===== src/shared/cwb_defines.vh =====
// Constants for the posted-write queue
`ifndef CWB_DEFINES_VH
`define CWB_DEFINES_VH
`define CWB_ADDR_W     32
`define CWB_DATA_W     32
`define CWB_BE_W       4
`define CWB_ENTRY_W    68
`define CWB_DEPTH      4
`define CWB_PTR_W      2
`define CWB_CNT_W      3
`define CWB_ST_IDLE    2'h0
`define CWB_ST_WRITE   2'h1
`define CWB_ST_READ    2'h2
`define CWB_ST_DONE    2'h3
`endif


===== src/design/cwb_fifo.v =====
// Parameterised FIFO with valid/ready on both sides
`timescale 1ns/100ps
module cwb_fifo #(
  parameter WIDTH = 68,
  parameter DEPTH = 4,
  parameter PTR_W = 2,
  parameter CNT_W = 3
) (
  // Clock and reset
  input                  core_clk,
  input                  rst_n,
  // Fill side
  input                  in_valid,
  output                 in_ready,
  input      [WIDTH-1:0] in_data,
  // Drain side
  output                 out_valid,
  input                  out_ready,
  output     [WIDTH-1:0] out_data,
  // Status
  output                 empty
);
  reg [WIDTH-1:0] mem_reg [0:DEPTH-1];
  reg [PTR_W-1:0] wr_ptr_reg;
  reg [PTR_W-1:0] rd_ptr_reg;
  reg [CNT_W-1:0] count_reg;
  wire            push;
  wire            pop;
  localparam [CNT_W-1:0] FULL_CNT = DEPTH;
  localparam [CNT_W-1:0] ONE_CNT  = 1;
  localparam [PTR_W-1:0] ONE_PTR  = 1;

  assign in_ready  = (count_reg != FULL_CNT);
  assign out_valid = (count_reg != {CNT_W{1'b0}});
  assign empty     = ~out_valid;
  assign push      = in_valid & in_ready;
  assign pop       = out_valid & out_ready;
  assign out_data  = mem_reg[rd_ptr_reg];

  always @(posedge core_clk) begin
    if (push) begin
      mem_reg[wr_ptr_reg] <= in_data;
    end
  end

  always @(posedge core_clk or negedge rst_n) begin
    if (!rst_n) begin
      wr_ptr_reg <= {PTR_W{1'b0}};
      rd_ptr_reg <= {PTR_W{1'b0}};
      count_reg  <= {CNT_W{1'b0}};
    end else begin
      if (push) begin
        wr_ptr_reg <= wr_ptr_reg + ONE_PTR;
      end
      if (pop) begin
        rd_ptr_reg <= rd_ptr_reg + ONE_PTR;
      end
      if (push & ~pop) begin
        count_reg <= count_reg + ONE_CNT;
      end else if (pop & ~push) begin
        count_reg <= count_reg - ONE_CNT;
      end
    end
  end
endmodule // cwb_fifo


===== src/design/cwb_write_buffer.v =====
// Posted-write queue between processor core and memory interface
// What this block does
// - Pending stores sit in a four-entry FIFO holding address and data.
// - A memory load waits until every queued store has drained.
// - Uncached load stalls core until queue empty and load data returns.
// - Partial-word stores are never merged; each issues separately.
// - Stores are accepted while the queue has room; memory write completes later.
`timescale 1ns/100ps
`include "cwb_defines.vh"
module cwb_write_buffer (
  // Clock and reset
  input                         core_clk,
  input                         rst_n,
  // Core store request
  input                         st_valid,
  output                        st_ready,
  input      [`CWB_ADDR_W-1:0]  st_addr,
  input      [`CWB_DATA_W-1:0]  st_data,
  input      [`CWB_BE_W-1:0]    st_be,
  // Core load request (uncached or cache miss)
  input                         ld_valid,
  output                        ld_ready,
  input      [`CWB_ADDR_W-1:0]  ld_addr,
  output reg                    ld_done,
  output reg [`CWB_DATA_W-1:0]  ld_rdata,
  // Core stall and status
  output                        core_stall,
  output                        wb_empty,
  // Memory interface request
  output reg                    mem_req,
  output reg                    mem_we,
  output reg [`CWB_ADDR_W-1:0]  mem_addr,
  output reg [`CWB_DATA_W-1:0]  mem_wdata,
  output reg [`CWB_BE_W-1:0]    mem_be,
  input                         mem_ack,
  input      [`CWB_DATA_W-1:0]  mem_rdata
);
  // ==========================================================
  // Queue
  // ==========================================================
  wire                    q_in_ready;
  wire                    q_out_valid;
  wire                    q_out_ready;
  wire [`CWB_ENTRY_W-1:0] q_out_data;
  wire                    q_empty;

  cwb_fifo #(
    .WIDTH (`CWB_ENTRY_W),
    .DEPTH (`CWB_DEPTH),
    .PTR_W (`CWB_PTR_W),
    .CNT_W (`CWB_CNT_W)
  ) u_fifo (
    .core_clk  (core_clk),
    .rst_n     (rst_n),
    .in_valid  (st_valid),
    .in_ready  (q_in_ready),
    .in_data   ({st_be, st_addr, st_data}),
    .out_valid (q_out_valid),
    .out_ready (q_out_ready),
    .out_data  (q_out_data),
    .empty     (q_empty)
  );

  // Store taken without waiting for memory
  assign st_ready = q_in_ready;
  assign wb_empty = q_empty;

  // ==========================================================
  // Memory sequencer
  // ==========================================================
  reg [1:0] state_reg;
  reg [1:0] state_next;
  wire      ld_take;

  // ==========================================================
  // Helpers
  // ==========================================================
  // Sequencer free to start a new memory operation
  function is_idle;
    input [1:0] st;
    begin
      is_idle = (st == `CWB_ST_IDLE);
    end
  endfunction

  // Byte enables of a queue entry
  function [`CWB_BE_W-1:0] entry_be;
    input [`CWB_ENTRY_W-1:0] entry;
    begin
      entry_be = entry[`CWB_ENTRY_W-1:`CWB_ENTRY_W-`CWB_BE_W];
    end
  endfunction

  // Address of a queue entry
  function [`CWB_ADDR_W-1:0] entry_addr;
    input [`CWB_ENTRY_W-1:0] entry;
    begin
      entry_addr = entry[`CWB_ADDR_W+`CWB_DATA_W-1:`CWB_DATA_W];
    end
  endfunction

  // Data of a queue entry
  function [`CWB_DATA_W-1:0] entry_data;
    input [`CWB_ENTRY_W-1:0] entry;
    begin
      entry_data = entry[`CWB_DATA_W-1:0];
    end
  endfunction

  // Loads only start once the queue is drained
  assign ld_take  = is_idle(state_reg) & ld_valid & q_empty;
  assign ld_ready = ld_take;
  // One entry popped per memory write, never combined
  assign q_out_ready = is_idle(state_reg) & q_out_valid;
  // Core waits on a pending load or a full queue
  assign core_stall = (ld_valid & ~ld_done) | (st_valid & ~q_in_ready);

  always @* begin
    state_next = state_reg;
    case (state_reg)
      `CWB_ST_IDLE: begin
        if (q_out_valid) begin
          state_next = `CWB_ST_WRITE;
        end else if (ld_valid) begin
          state_next = `CWB_ST_READ;
        end
      end
      `CWB_ST_WRITE: begin
        if (mem_ack) begin
          state_next = `CWB_ST_IDLE;
        end
      end
      `CWB_ST_READ: begin
        if (mem_ack) begin
          state_next = `CWB_ST_DONE;
        end
      end
      `CWB_ST_DONE: begin
        state_next = `CWB_ST_IDLE;
      end
      default: begin
        state_next = `CWB_ST_IDLE;
      end
    endcase
  end

  always @(posedge core_clk or negedge rst_n) begin
    if (!rst_n) begin
      state_reg <= `CWB_ST_IDLE;
      mem_req   <= 1'b0;
      mem_we    <= 1'b0;
      mem_addr  <= {`CWB_ADDR_W{1'b0}};
      mem_wdata <= {`CWB_DATA_W{1'b0}};
      mem_be    <= {`CWB_BE_W{1'b0}};
      ld_done   <= 1'b0;
      ld_rdata  <= {`CWB_DATA_W{1'b0}};
    end else begin
      state_reg <= state_next;
      ld_done   <= 1'b0;
      if (q_out_ready) begin
        mem_req   <= 1'b1;
        mem_we    <= 1'b1;
        mem_be    <= entry_be(q_out_data);
        mem_addr  <= entry_addr(q_out_data);
        mem_wdata <= entry_data(q_out_data);
      end else if (ld_take) begin
        mem_req  <= 1'b1;
        mem_we   <= 1'b0;
        mem_be   <= {`CWB_BE_W{1'b1}};
        mem_addr <= ld_addr;
      end else if (mem_ack) begin
        mem_req <= 1'b0;
        mem_we  <= 1'b0;
      end
      if ((state_reg == `CWB_ST_READ) & mem_ack) begin
        ld_rdata <= mem_rdata;
        ld_done  <= 1'b1;
      end
    end
  end
endmodule // cwb_write_buffer


===== config.mk =====
export PLATFORM = sky130hd
export DESIGN_NAME = cwb_write_buffer
export DESIGN_NICKNAME = d
export VERILOG_FILES = /design/src/design/cwb_fifo.v /design/src/design/cwb_write_buffer.v
export VERILOG_INCLUDE_DIRS = /design/src /design/src/shared
export SDC_FILE = /design/constraint.sdc
export NUM_CORES = 1
export LEC_CHECK = 0
export BUFFER_PORTS_ARGS = -buffer_cell sky130_fd_sc_hd__buf_2
export CORE_MARGIN = 3
export CORE_UTILIZATION = 63
export CTS_BUF_LIST = sky130_fd_sc_hd__clkbuf_8
export CTS_CLUSTER_SIZE = 16
export DETAILED_ROUTE_END_ITERATION = 12
export PLACE_DENSITY = 0.88
export REMOVE_ABC_BUFFERS = 1
export SYNTH_ARGS = -nofsm -noshare
export SYNTH_HDL_FRONTEND = slang
export SYNTH_SLANG_ARGS = --single-unit

===== constraint.sdc =====
create_clock -name core_clk -period 5.3 [get_ports core_clk]
set_input_delay 1.06 -clock core_clk [delete_from_list [all_inputs] [get_ports core_clk]]
set_output_delay 1.06 -clock core_clk [all_outputs]
set_load 0.02 [all_outputs]

==> metrics.txt, run 1 <==
outcome=finished, final reports clean; Synth Area in XOR/XNOR=0.003592; Cell Rows=55; Worst EP required=4.24 ns; vias in the first global route=8358; Core Area=22710 sq um; Synth Area in Adders=0.005644; fin worst setup slack=1.733 ns; R2R setup slack=2.15 ns; largest net degree at the start of global routing=70; R2R depth=10; Die Ht=158.4 um; DR DRC count=0; Peak supply drop=0.0004116 V; mux contribution to synthesized area=0.1629; CTS clock-pin slew for the worst setup and hold paths=0.07 ns; Final ANT Viol Nets=0; Cell Area, Synth=14630 sq um; TritonCTS clock tree=yes; synthesized instance count=743; P&R area growth vs syn=18.08%; CTS root buf=clkbuf_8; most frequent cells in the layout=272 x edfxtp_1, 242 x buf_2, 110 x dfrtp_1; total global routing overflow=0; Die ar.=25090 sq um; CP Launch Type=register; layout cells sized above 1=0.4549; maximum root-to-sink buffer count=3; number of port buffers=243; Yosys reg bits=384; Via density=5.987; Fin Clk Skew=0.008428 ns; Critical Path Sink Type=output pin; Crit path arrival time=2.51 ns; slowest CP cell=or3_2; Hold Path End=mem_req; Post-CTS Hold Buffers=0; Layout Nets=1147; Clk Latency, worst-skew pair=0.58 ns; worst hold path type=reg2reg; worst-margin pin slew=1.352 ns; CP Cell Sequence=or3_2, clkinv_4, buf_2; Setup TNS Final=0 ns; period utilization=0.6731; final wirelength=31100 um; maxcap violations=0; FILL cells=1288; routability cong.=0.7891; Peak Freq=0.2803 GHz; Pins Over Slew Limit=0; Synth Area in Simple Gates=0.01830; most common cell after layout, fill and taps aside=edfxtp_1; Worst Path Max Fanout=37; leading post-synthesis cells by cell area=edfxtp_1 56%, dfrtp_1 19%, mux4_2 10%; max reg flops=272; hold path start=mem_req; hold depth=1; worst r2r src=u_fifo.count_reg[2]; worst slack, placed=2.185 ns; Netlist cell types=36; die width=158.4 um; final setup fails=0; Rel. slew slack=0.09876; DR WL/cell=23.17 um; total CTS buffers=58; num ports=244; FF-to-FF End=u_fifo.count_reg[2]; syn avg cell area=19.69 sq um; # resized after CTS=0; Worst path max stage delay=0.85 ns; sequential cell area fraction in the yosys report=0.7498; initial antenna violation count=9; Detail Placement HPWL=19030 um; yosys warns=0; unrepaired setup endpoints after global routing=false; via count=8035; Synth Area in Compound Gates=0.04147; H-tree lvl count=2; Synth area leader=edfxtp_1; Critical path origin=u_fifo.count_reg[2]; final hold violation count=0; post-synth top area share=0.5582; power per cell area=601.1 nW/um^2; Worst Hold Slack=0.4851 ns; critical path type=reg2out; total track usage=0.2517; first-pass GRT wire length=47490 um; DRT iter0 DRCs=628; drt pass-1 iters=5; clk sinks=384; Lkg Pwr=6.741 nW; clock period minus worst slack=3.567 ns; setup repair bufs after CTS=0; initial core utilization=0.6443; combinational family with the most area after synthesis=multiplexers
==> worst max-delay path by stage <==
| stage | depth (start not counted) | end | slack [ns] |
|---|---|---|---|
| 4_1_cts | 3 | wb_empty | 1.71 |
| 3_3_place_gp | 10 | u_fifo.count_reg[2] | 2.24 |
| 6_report | 3 | wb_empty | 1.73 |
| 5_1_grt | 3 | wb_empty | 1.63 |
| 3_5_place_dp | 10 | u_fifo.count_reg[2] | 2.18 |
| 2_1_floorplan | 2 | mem_wdata[0] | 1.52 |
==> logic make-up after synthesis <==
logic type	Yosys count
flops	384
mux	134
compound gates	107
simple gates	51
xor+xnor	6
fa+ha+maj	6
buf+inv	55
==> worst max-delay path: cells and delay by family (launching register included) <==
family                 cells  cell delay, ns
and+or+nand+nor            1            0.85
buffers and inverters      2            0.63
DFF                        1            0.43
==> cells in the mapped netlist (all sizes together) <==
cell type and instances:
a21boi 1, a21o 1, a21oi 34, a221oi 1, a31o 1, a31oi 32
and2 4, buf 24, clkbuf 23, clkinv 1, dfrtp 112, edfxtp 272
fa 1, ha 5, inv 7, mux2 66, mux4 68, nand2 2
nand3 34, nand3b 1, nor2 5, nor2b 1, nor3 1, o21ai 33
o22a 4, or2 1, or3 1, or4 1, xnor2 4, xor2 2
==> layer usage <==
layer,track usage,vias to the layer above,share of wire
li1,-,3508,-
met1,0.3243,4037,0.36
met4,0.09259,10,0.032
met2,0.4179,397,0.51
met3,0.06958,83,0.096
met5,0,-,0.0022
==> report_power, final <==
| part | leakage, nW | switching (mW) | internal, mW |
|---|---|---|---|
| Clock | 0.683 | 1.10 | 1.39 |
| Sequential | 3.84 | 0.545 | 4.12 |
| Combinational | 2.22 | 1.77 | 1.47 |
==> through the flow <==
step                instance area, sq um  std cells    util  total power [mW]
finish                             17280       1342  0.7608             10.39
global route                       17280       1342  0.7608             10.92
CTS                                17270       1338  0.7603             10.48
detailed placement                 16050       1229  0.7066             7.965
global placement                   16050       1229  0.7066             7.828
floorplan                          14400        696       -             6.902
==> area by class of cell <==
cell class | instances | area [sq um] | area share
timing repair buffer | 248 | 1256 | 0.07271
clock inverter | 43 | 312.8 | 0.01811
inverter | 8 | 35.03 | 0.002028
tap | 285 | 356.6 | 0.02064
multi-input combinational | 304 | 3420 | 0.1979
sequential | 384 | 10980 | 0.6354
clock buffer | 66 | 908.4 | 0.05258
antenna | 4 | 10.01 | 0.0005794
No activity file was read; power rests on OpenSTA's default activity.
==> run 2: changes to the inputs <==
--- a/config.mk
+++ b/config.mk
@@ -8,11 +8,11 @@
 export LEC_CHECK = 0
 export BUFFER_PORTS_ARGS = -buffer_cell sky130_fd_sc_hd__buf_2
 export CORE_MARGIN = 3
-export CORE_UTILIZATION = 63
+export CORE_UTILIZATION = 53
 export CTS_BUF_LIST = sky130_fd_sc_hd__clkbuf_8
 export CTS_CLUSTER_SIZE = 16
 export DETAILED_ROUTE_END_ITERATION = 12
-export PLACE_DENSITY = 0.88
+export PLACE_DENSITY = 0.79
 export REMOVE_ABC_BUFFERS = 1
 export SYNTH_ARGS = -nofsm -noshare
 export SYNTH_HDL_FRONTEND = slang
==> constraint.sdc (replaced) <==
create_clock -name core_clk -period 3.1 [get_ports core_clk]
set_input_delay 0.62 -clock core_clk [delete_from_list [all_inputs] [get_ports core_clk]]
set_output_delay 0.62 -clock core_clk [all_outputs]
set_load 0.02 [all_outputs]
==> run 2 against run 1 <==
Effect of this change: setup slack got worse by 1.5 ns; flip-flop and latch count unchanged; combinational power rose by 83%; register-to-register slack got worse by 1.5 ns; non-clock buffer count up 18; critical path depth increased by 1; core utilization decreased by 11 points; clock skew up 0.012 ns; cell count is 5.4% higher; worst hold slack got worse by 0.40 ns; sequential power is 67% higher; first-iteration DRC count is 16% lower; largest power group unchanged; highest routed layer unchanged.
==> metrics.txt, run 2 (synthesized netlist as in run 1, its figures left out) <==
DR WL/cell=21.97 um (-5.2%); Worst EP required=2.48 ns (-1.76 ns); Worst Hold Slack=0.08184 ns (-0.4033 ns); DR DRC count=0 (unchanged); largest net degree at the start of global routing=69 (-1.4%); Critical Path Sink Type=output pin; Reg power frac=0.438 (-0.011); clock share of power=0.228 (-0.011); Worst Path Max Fanout=36 (-2.7%); worst-margin pin slew=1.187 ns (-0.1650 ns); setup repair bufs after CTS=0 (unchanged); fin worst setup slack=0.2314 ns (-1.501 ns); number of port buffers=243 (unchanged); final hold violation count=0 (unchanged); vias in the first global route=8302 (-0.67%); Die Ht=172.2 um (+8.7%); WP buf/inv=3 (+1); cell count along the critical path=4 (+1); total CTS buffers=59 (+1.7%); initial antenna violation count=10 (+1); end of the critical path=wb_empty; CTS root buf=clkbuf_8; CTS clock-pin slew for the worst setup and hold paths=0.06 ns (about the same); Peak supply drop=0.0005111 V (+24%); most frequent cells in the layout=272 x edfxtp_1, 242 x buf_2, 110 x dfrtp_1; Rel. slew slack=0.2087 (+0.1100); FILL cells=1865 (+45%); sw frac=0.3294 (about the same); drt pass-1 iters=4 (-1); FF-to-FF End=u_fifo.count_reg[2]; Layout Nets=1166 (+1.7%); P&R area growth vs syn=20.05%; power per cell area=1011 nW/um^2 (+68%); Lkg Pwr=6.885 nW (+2.1%); slowest CP cell=or3_2; Clk Latency, worst-skew pair=0.59 ns (about the same); Int Pwr=11.91 mW (+71%); DRT iter0 DRCs=525 (-16%); Reg area=10980 sq um (unchanged); via count=8006 (-0.36%); R2R depth=10 (unchanged); Via density=5.658 (-5.5%); Cell Rows=60 (+9.1%); final wirelength=31080 um (about the same); TritonCTS clock tree=yes; # resized after CTS=0 (unchanged); Die ar.=29640 sq um (+18%); switching power total=5.852 mW (+71%); critical path's top delay family=buffers and inverters; total track usage=0.2079 (-0.04377); num ports=244 (unchanged); critical path type=reg2out; first-pass GRT wire length=46550 um (-2.0%); Final ANT Viol Nets=0 (unchanged); most common cell after layout, fill and taps aside=edfxtp_1; layout cells sized above 1=0.4608 (+0.005930); Pins Over Slew Limit=0 (unchanged); overall power=17.77 mW (+71%); Worst path max stage delay=0.55 ns (-0.30 ns); clock period minus worst slack=2.869 ns; outcome=finished, final reports clean; maxcap violations=0 (unchanged); worst hold path type=in2async; CP Cell Sequence=or3_2, clkinv_4, buf_4, buf_2; period utilization=0.9254; Logic pwr share=0.334 (+0.022); worst r2r src=u_fifo.count_reg[2]; H-tree lvl count=2 (unchanged); worst slack, placed=0.6576 ns (-1.527 ns); final setup fails=0 (unchanged); Detail Placement HPWL=20050 um (+5.4%); die width=172.2 um (+8.7%); Core Area=27030 sq um (+19%); Crit path arrival time=2.25 ns (-0.26 ns); max reg flops=272 (unchanged); area of the multi-input gates=3420 sq um (unchanged); Post-CTS Hold Buffers=0 (unchanged); CP Launch Type=register; total global routing overflow=0 (unchanged); clk sinks=384 (unchanged); Peak Freq=0.3486 GHz; Critical path origin=u_fifo.count_reg[2]; initial core utilization=0.5414 (-0.1029); R2R setup slack=0.68 ns (-1.47 ns); maximum root-to-sink buffer count=3 (unchanged); routability cong.=0.7630 (-3.3%); unrepaired setup endpoints after global routing=false; Fin Clk Skew=0.02006 ns (+0.01164 ns)
==> run 2: changes by cell type in the layout (fill, tap and decap cells not counted), sizes merged <==
cell    change
bufinv      -4
inv        +12
diode       -2
clkbuf      +7
buf        +18
clkinv     -14
==> run 2: worst min-delay path by stage <==
stage / end / depth (start not counted) / slack [ns] / start
4_1_cts: mem_addr[16] / 1 / 0.07 / rst_n
3_3_place_gp: mem_req / 1 / 0.47 / mem_req
2_1_floorplan: ld_done / 0 / 0.32 / rst_n
6_report: mem_addr[16] / 1 / 0.08 / rst_n
3_5_place_dp: mem_req / 1 / 0.47 / mem_req
5_1_grt: mem_addr[16] / 1 / 0.11 / rst_n
==> run 2: worst reg2reg max path: cells and delay by family (launching register included) <==
kind	cells	cell delay, ns
flip-flops	1	0.43
XOR/XNOR	2	0.32
buffers and inverters	3	0.31
AND/OR/NAND/NOR	3	0.71
adder cells (fa/ha/maj)	2	0.59
==> run 2: power groups by stage <==
stage | Clock, mW | Combinational, mW | Sequential (mW)
after detailed placement | 0 | 6.00 | 7.88
final | 4.05 | 5.93 | 7.78
after global routing | 4.38 | 6.39 | 7.93
after floorplan | 0 | 3.12 | 8.68
after global placement | 0 | 5.89 | 7.82
after CTS | 4.15 | 6.03 | 7.80
==> run 2: area by class of cell <==
| class | instances | area share |
|---|---|---|
| clock buffer | 73 | 0.05720 |
| clock inverter | 37 | 0.01097 |
| sequential | 384 | 0.6250 |
| antenna | 2 | 0.0002849 |
| inverter | 8 | 0.001994 |
| multi-input combinational | 304 | 0.1947 |
| timing repair buffer | 266 | 0.08562 |
| tap | 341 | 0.02429 |
==> run 2: metal layers <==
metal  vias up  share of wire  track usage
met4        16          0.019      0.07011
met3        58          0.085      0.05418
li1       3538              -            -
met2       331           0.50       0.3485
met5         -         0.0026            0
met1      4063           0.40       0.2682
==> run 2: stage by stage <==
stage          std cells  utilization  cell area, sq um  setup TNS (ns)
2_1_floorplan        696            -             14400          -46.80
3_5_place_dp        1303       0.6055             16360               0
6_report            1415       0.6500             17570               0
5_1_grt             1415       0.6500             17570               0
3_3_place_gp        1303       0.6055             16360               0
4_1_cts             1413       0.6498             17560               0
==> run 3: changes to the inputs <==
==> constraint.sdc (replaced) <==
create_clock -name core_clk -period 2.43 [get_ports core_clk]
set_input_delay 0.486 -clock core_clk [delete_from_list [all_inputs] [get_ports core_clk]]
set_output_delay 0.486 -clock core_clk [all_outputs]
set_load 0.02 [all_outputs]
==> run 3 against run 2 <==
Effect of this change: via count up 0.72%; largest cell class unchanged; worst hold slack improved by 0.033 ns; largest power group unchanged; core utilization up 0.62 points; sequential power rose by 28%; clock power up 20%; combinational power increased by 33%.
==> metrics.txt, run 3 (synthesized netlist as in run 1, its figures left out) <==
outcome=finished, final reports clean; Reg area=10980 sq um (about the same); Worst EP required=1.94 ns (-0.54 ns); Die Ht=172.2 um (unchanged); total global routing overflow=0 (unchanged); H-tree lvl count=2 (unchanged); largest net degree at the start of global routing=53 (-23%); Layout Nets=1177 (+0.94%); final hold violation count=0 (unchanged); Reg power frac=0.437 (about the same); slowest CP cell=dfrtp_2; layout cells sized above 1=0.4631 (+0.002279); Lkg Pwr=6.954 nW (+0.99%); number of port buffers=243 (unchanged); total CTS buffers=58 (-1.7%); placed instance count=1309 (+0.46%); FILL cells=1827 (-2.0%); max reg flops=272 (unchanged); CTS clock-pin slew for the worst setup and hold paths=0.06 ns (about the same); Critical Path Sink Type=output pin; busiest grt layer=met2; switching power total=7.535 mW (+29%); Final ANT Viol Nets=0 (unchanged); Cell Rows=60 (unchanged); Crit path arrival time=1.87 ns (-0.38 ns); total track usage=0.2105 (+0.002630); fin cells=1429 (+0.99%); GR met1 Demand/Resource=0.2566 (-0.01158); maximum root-to-sink buffer count=3 (unchanged); CP Cell Sequence=or3_4, clkinv_4, buf_12, buf_4; critical path type=reg2out; period utilization=0.9678; Peak Freq=0.4252 GHz; P&R area growth vs syn=21.19%; worst-margin pin slew=1.064 ns (-0.1232 ns); CP Launch Type=register; Fin Clk Skew=0.01900 ns (-0.001060 ns); power per cell area=1280 nW/um^2 (+27%); worst hold path type=in2reg; GR Util met3=0.05441 (+0.0002286); sw frac=0.3320 (+0.002670); Peak supply drop=0.0008006 V (+57%); CTS root buf=clkbuf_8; Worst path max stage delay=0.43 ns (-0.12 ns); vias in the first global route=8603 (+3.6%); Worst Hold Slack=0.1148 ns (+0.03299 ns); most frequent cells in the layout=272 x edfxtp_1, 240 x buf_2, 109 x dfrtp_1; die width=172.2 um (unchanged); initial antenna violation count=10 (unchanged); Clk Latency, worst-skew pair=0.58 ns (about the same); area of the multi-input gates=3435 sq um (+0.44%); Via density=5.643 (-0.26%); routability cong.=0.7670 (+0.52%); Detail Placement HPWL=19490 um (-2.8%); DR WL/cell=22.10 um (+0.59%); DRT iter0 DRCs=522 (-0.57%); DR DRC count=0 (unchanged); most common cell after layout, fill and taps aside=edfxtp_1; met2 Use GR=0.3685 (+0.02003); clk sinks=384 (unchanged); maxcap violations=0 (unchanged); drt pass-1 iters=4 (unchanged); Logic pwr share=0.349 (+0.015); clock period minus worst slack=2.352 ns; num ports=244 (unchanged); clock share of power=0.214 (-0.014); Core Area=27030 sq um (unchanged); overall power=22.69 mW (+28%); TritonCTS clock tree=yes; final wirelength=31580 um (+1.6%); Int Pwr=15.16 mW (+27%); final setup fails=0 (unchanged); first-pass GRT wire length=47400 um (+1.8%); Pins Over Slew Limit=0 (unchanged); unrepaired setup endpoints after global routing=false; initial core utilization=0.5414 (unchanged); Die ar.=29640 sq um (unchanged); Rel. slew slack=0.2893 (+0.08056); Worst Path Max Fanout=36 (unchanged); via count=8064 (+0.72%)
## run 3: per-stage QoR
step	TNS [ns]	util	setup WS (ns)	area (sq um)
floorplan	-236.05	-	-1.349	14400
global placement	0	0.6104	0.2552	16500
detailed placement	0	0.6104	0.2049	16500
CTS	-0.01048	0.6530	-0.01048	17650
global route	0	0.6561	0.001271	17730
finish	0	0.6561	0.07830	17730
## run 3: what timing repair did
| item | in CTS | in global routing |
|---|---|---|
| endpoints found under the hold margin | 34 | 0 |
| setup buffers | 0 | 4 |
| hold buffers | 1 | 0 |
| pin swaps | 0 | 1 |
| gates resized for setup | 9 | 5 |
| gates cloned | 0 | 1 |
| setup endpoints to repair | 2 | 2 |
## run 3: critical path, delay by kind of cell, from the launching register on
| family | cells | cell delay (ns) |
|---|---|---|
| simple gates | 1 | 0.42 |
| flops | 1 | 0.43 |
| buf+inv | 3 | 0.44 |
## run 3: layout make-up
class / count / area share
Sequential cell: 384 / 0.6192
Inverter: 8 / 0.001976
Clock inverter: 43 / 0.01044
Tap cell: 341 / 0.02406
Multi-Input combinational cell: 304 / 0.1937
Antenna cell: 4 / 0.0005645
Clock buffer: 67 / 0.05200
Timing Repair Buffer: 278 / 0.09808
## run 3: power by group through the flow
stage               registers (mW)  logic [mW]  clock network (mW)
floorplan                     11.1        3.96                   0
global placement              9.96        7.67                   0
detailed placement            10.0        7.84                   0
CTS                           9.95        7.92                4.99
global route                  10.1        8.53                5.27
finish                        9.92        7.91                4.86
## run 3: worst paths after layout
check	start	endpoint	slack [ns]	cells past startpoint
max	u_fifo.count_reg[1]	wb_empty	0.08	4
min	st_data[27]	u_fifo.mem_reg[2][27]	0.11	1
max reg2reg	u_fifo.count_reg[1]	u_fifo.count_reg[2]	0.24	10
min reg2reg	mem_be[2]	mem_be[2]	0.48	1
max in group asynchronous	rst_n	u_fifo.rd_ptr_reg[0]	1.29	3
min in group asynchronous	rst_n	mem_addr[16]	0.45	2
## run 3: per-layer routing
layer / wire length (um) / up-vias
li1: - / 3569
met1: 12190 / 4108
met2: 16010 / 300
met3: 2399 / 75
met4: 901 / 12
met5: 76 / -
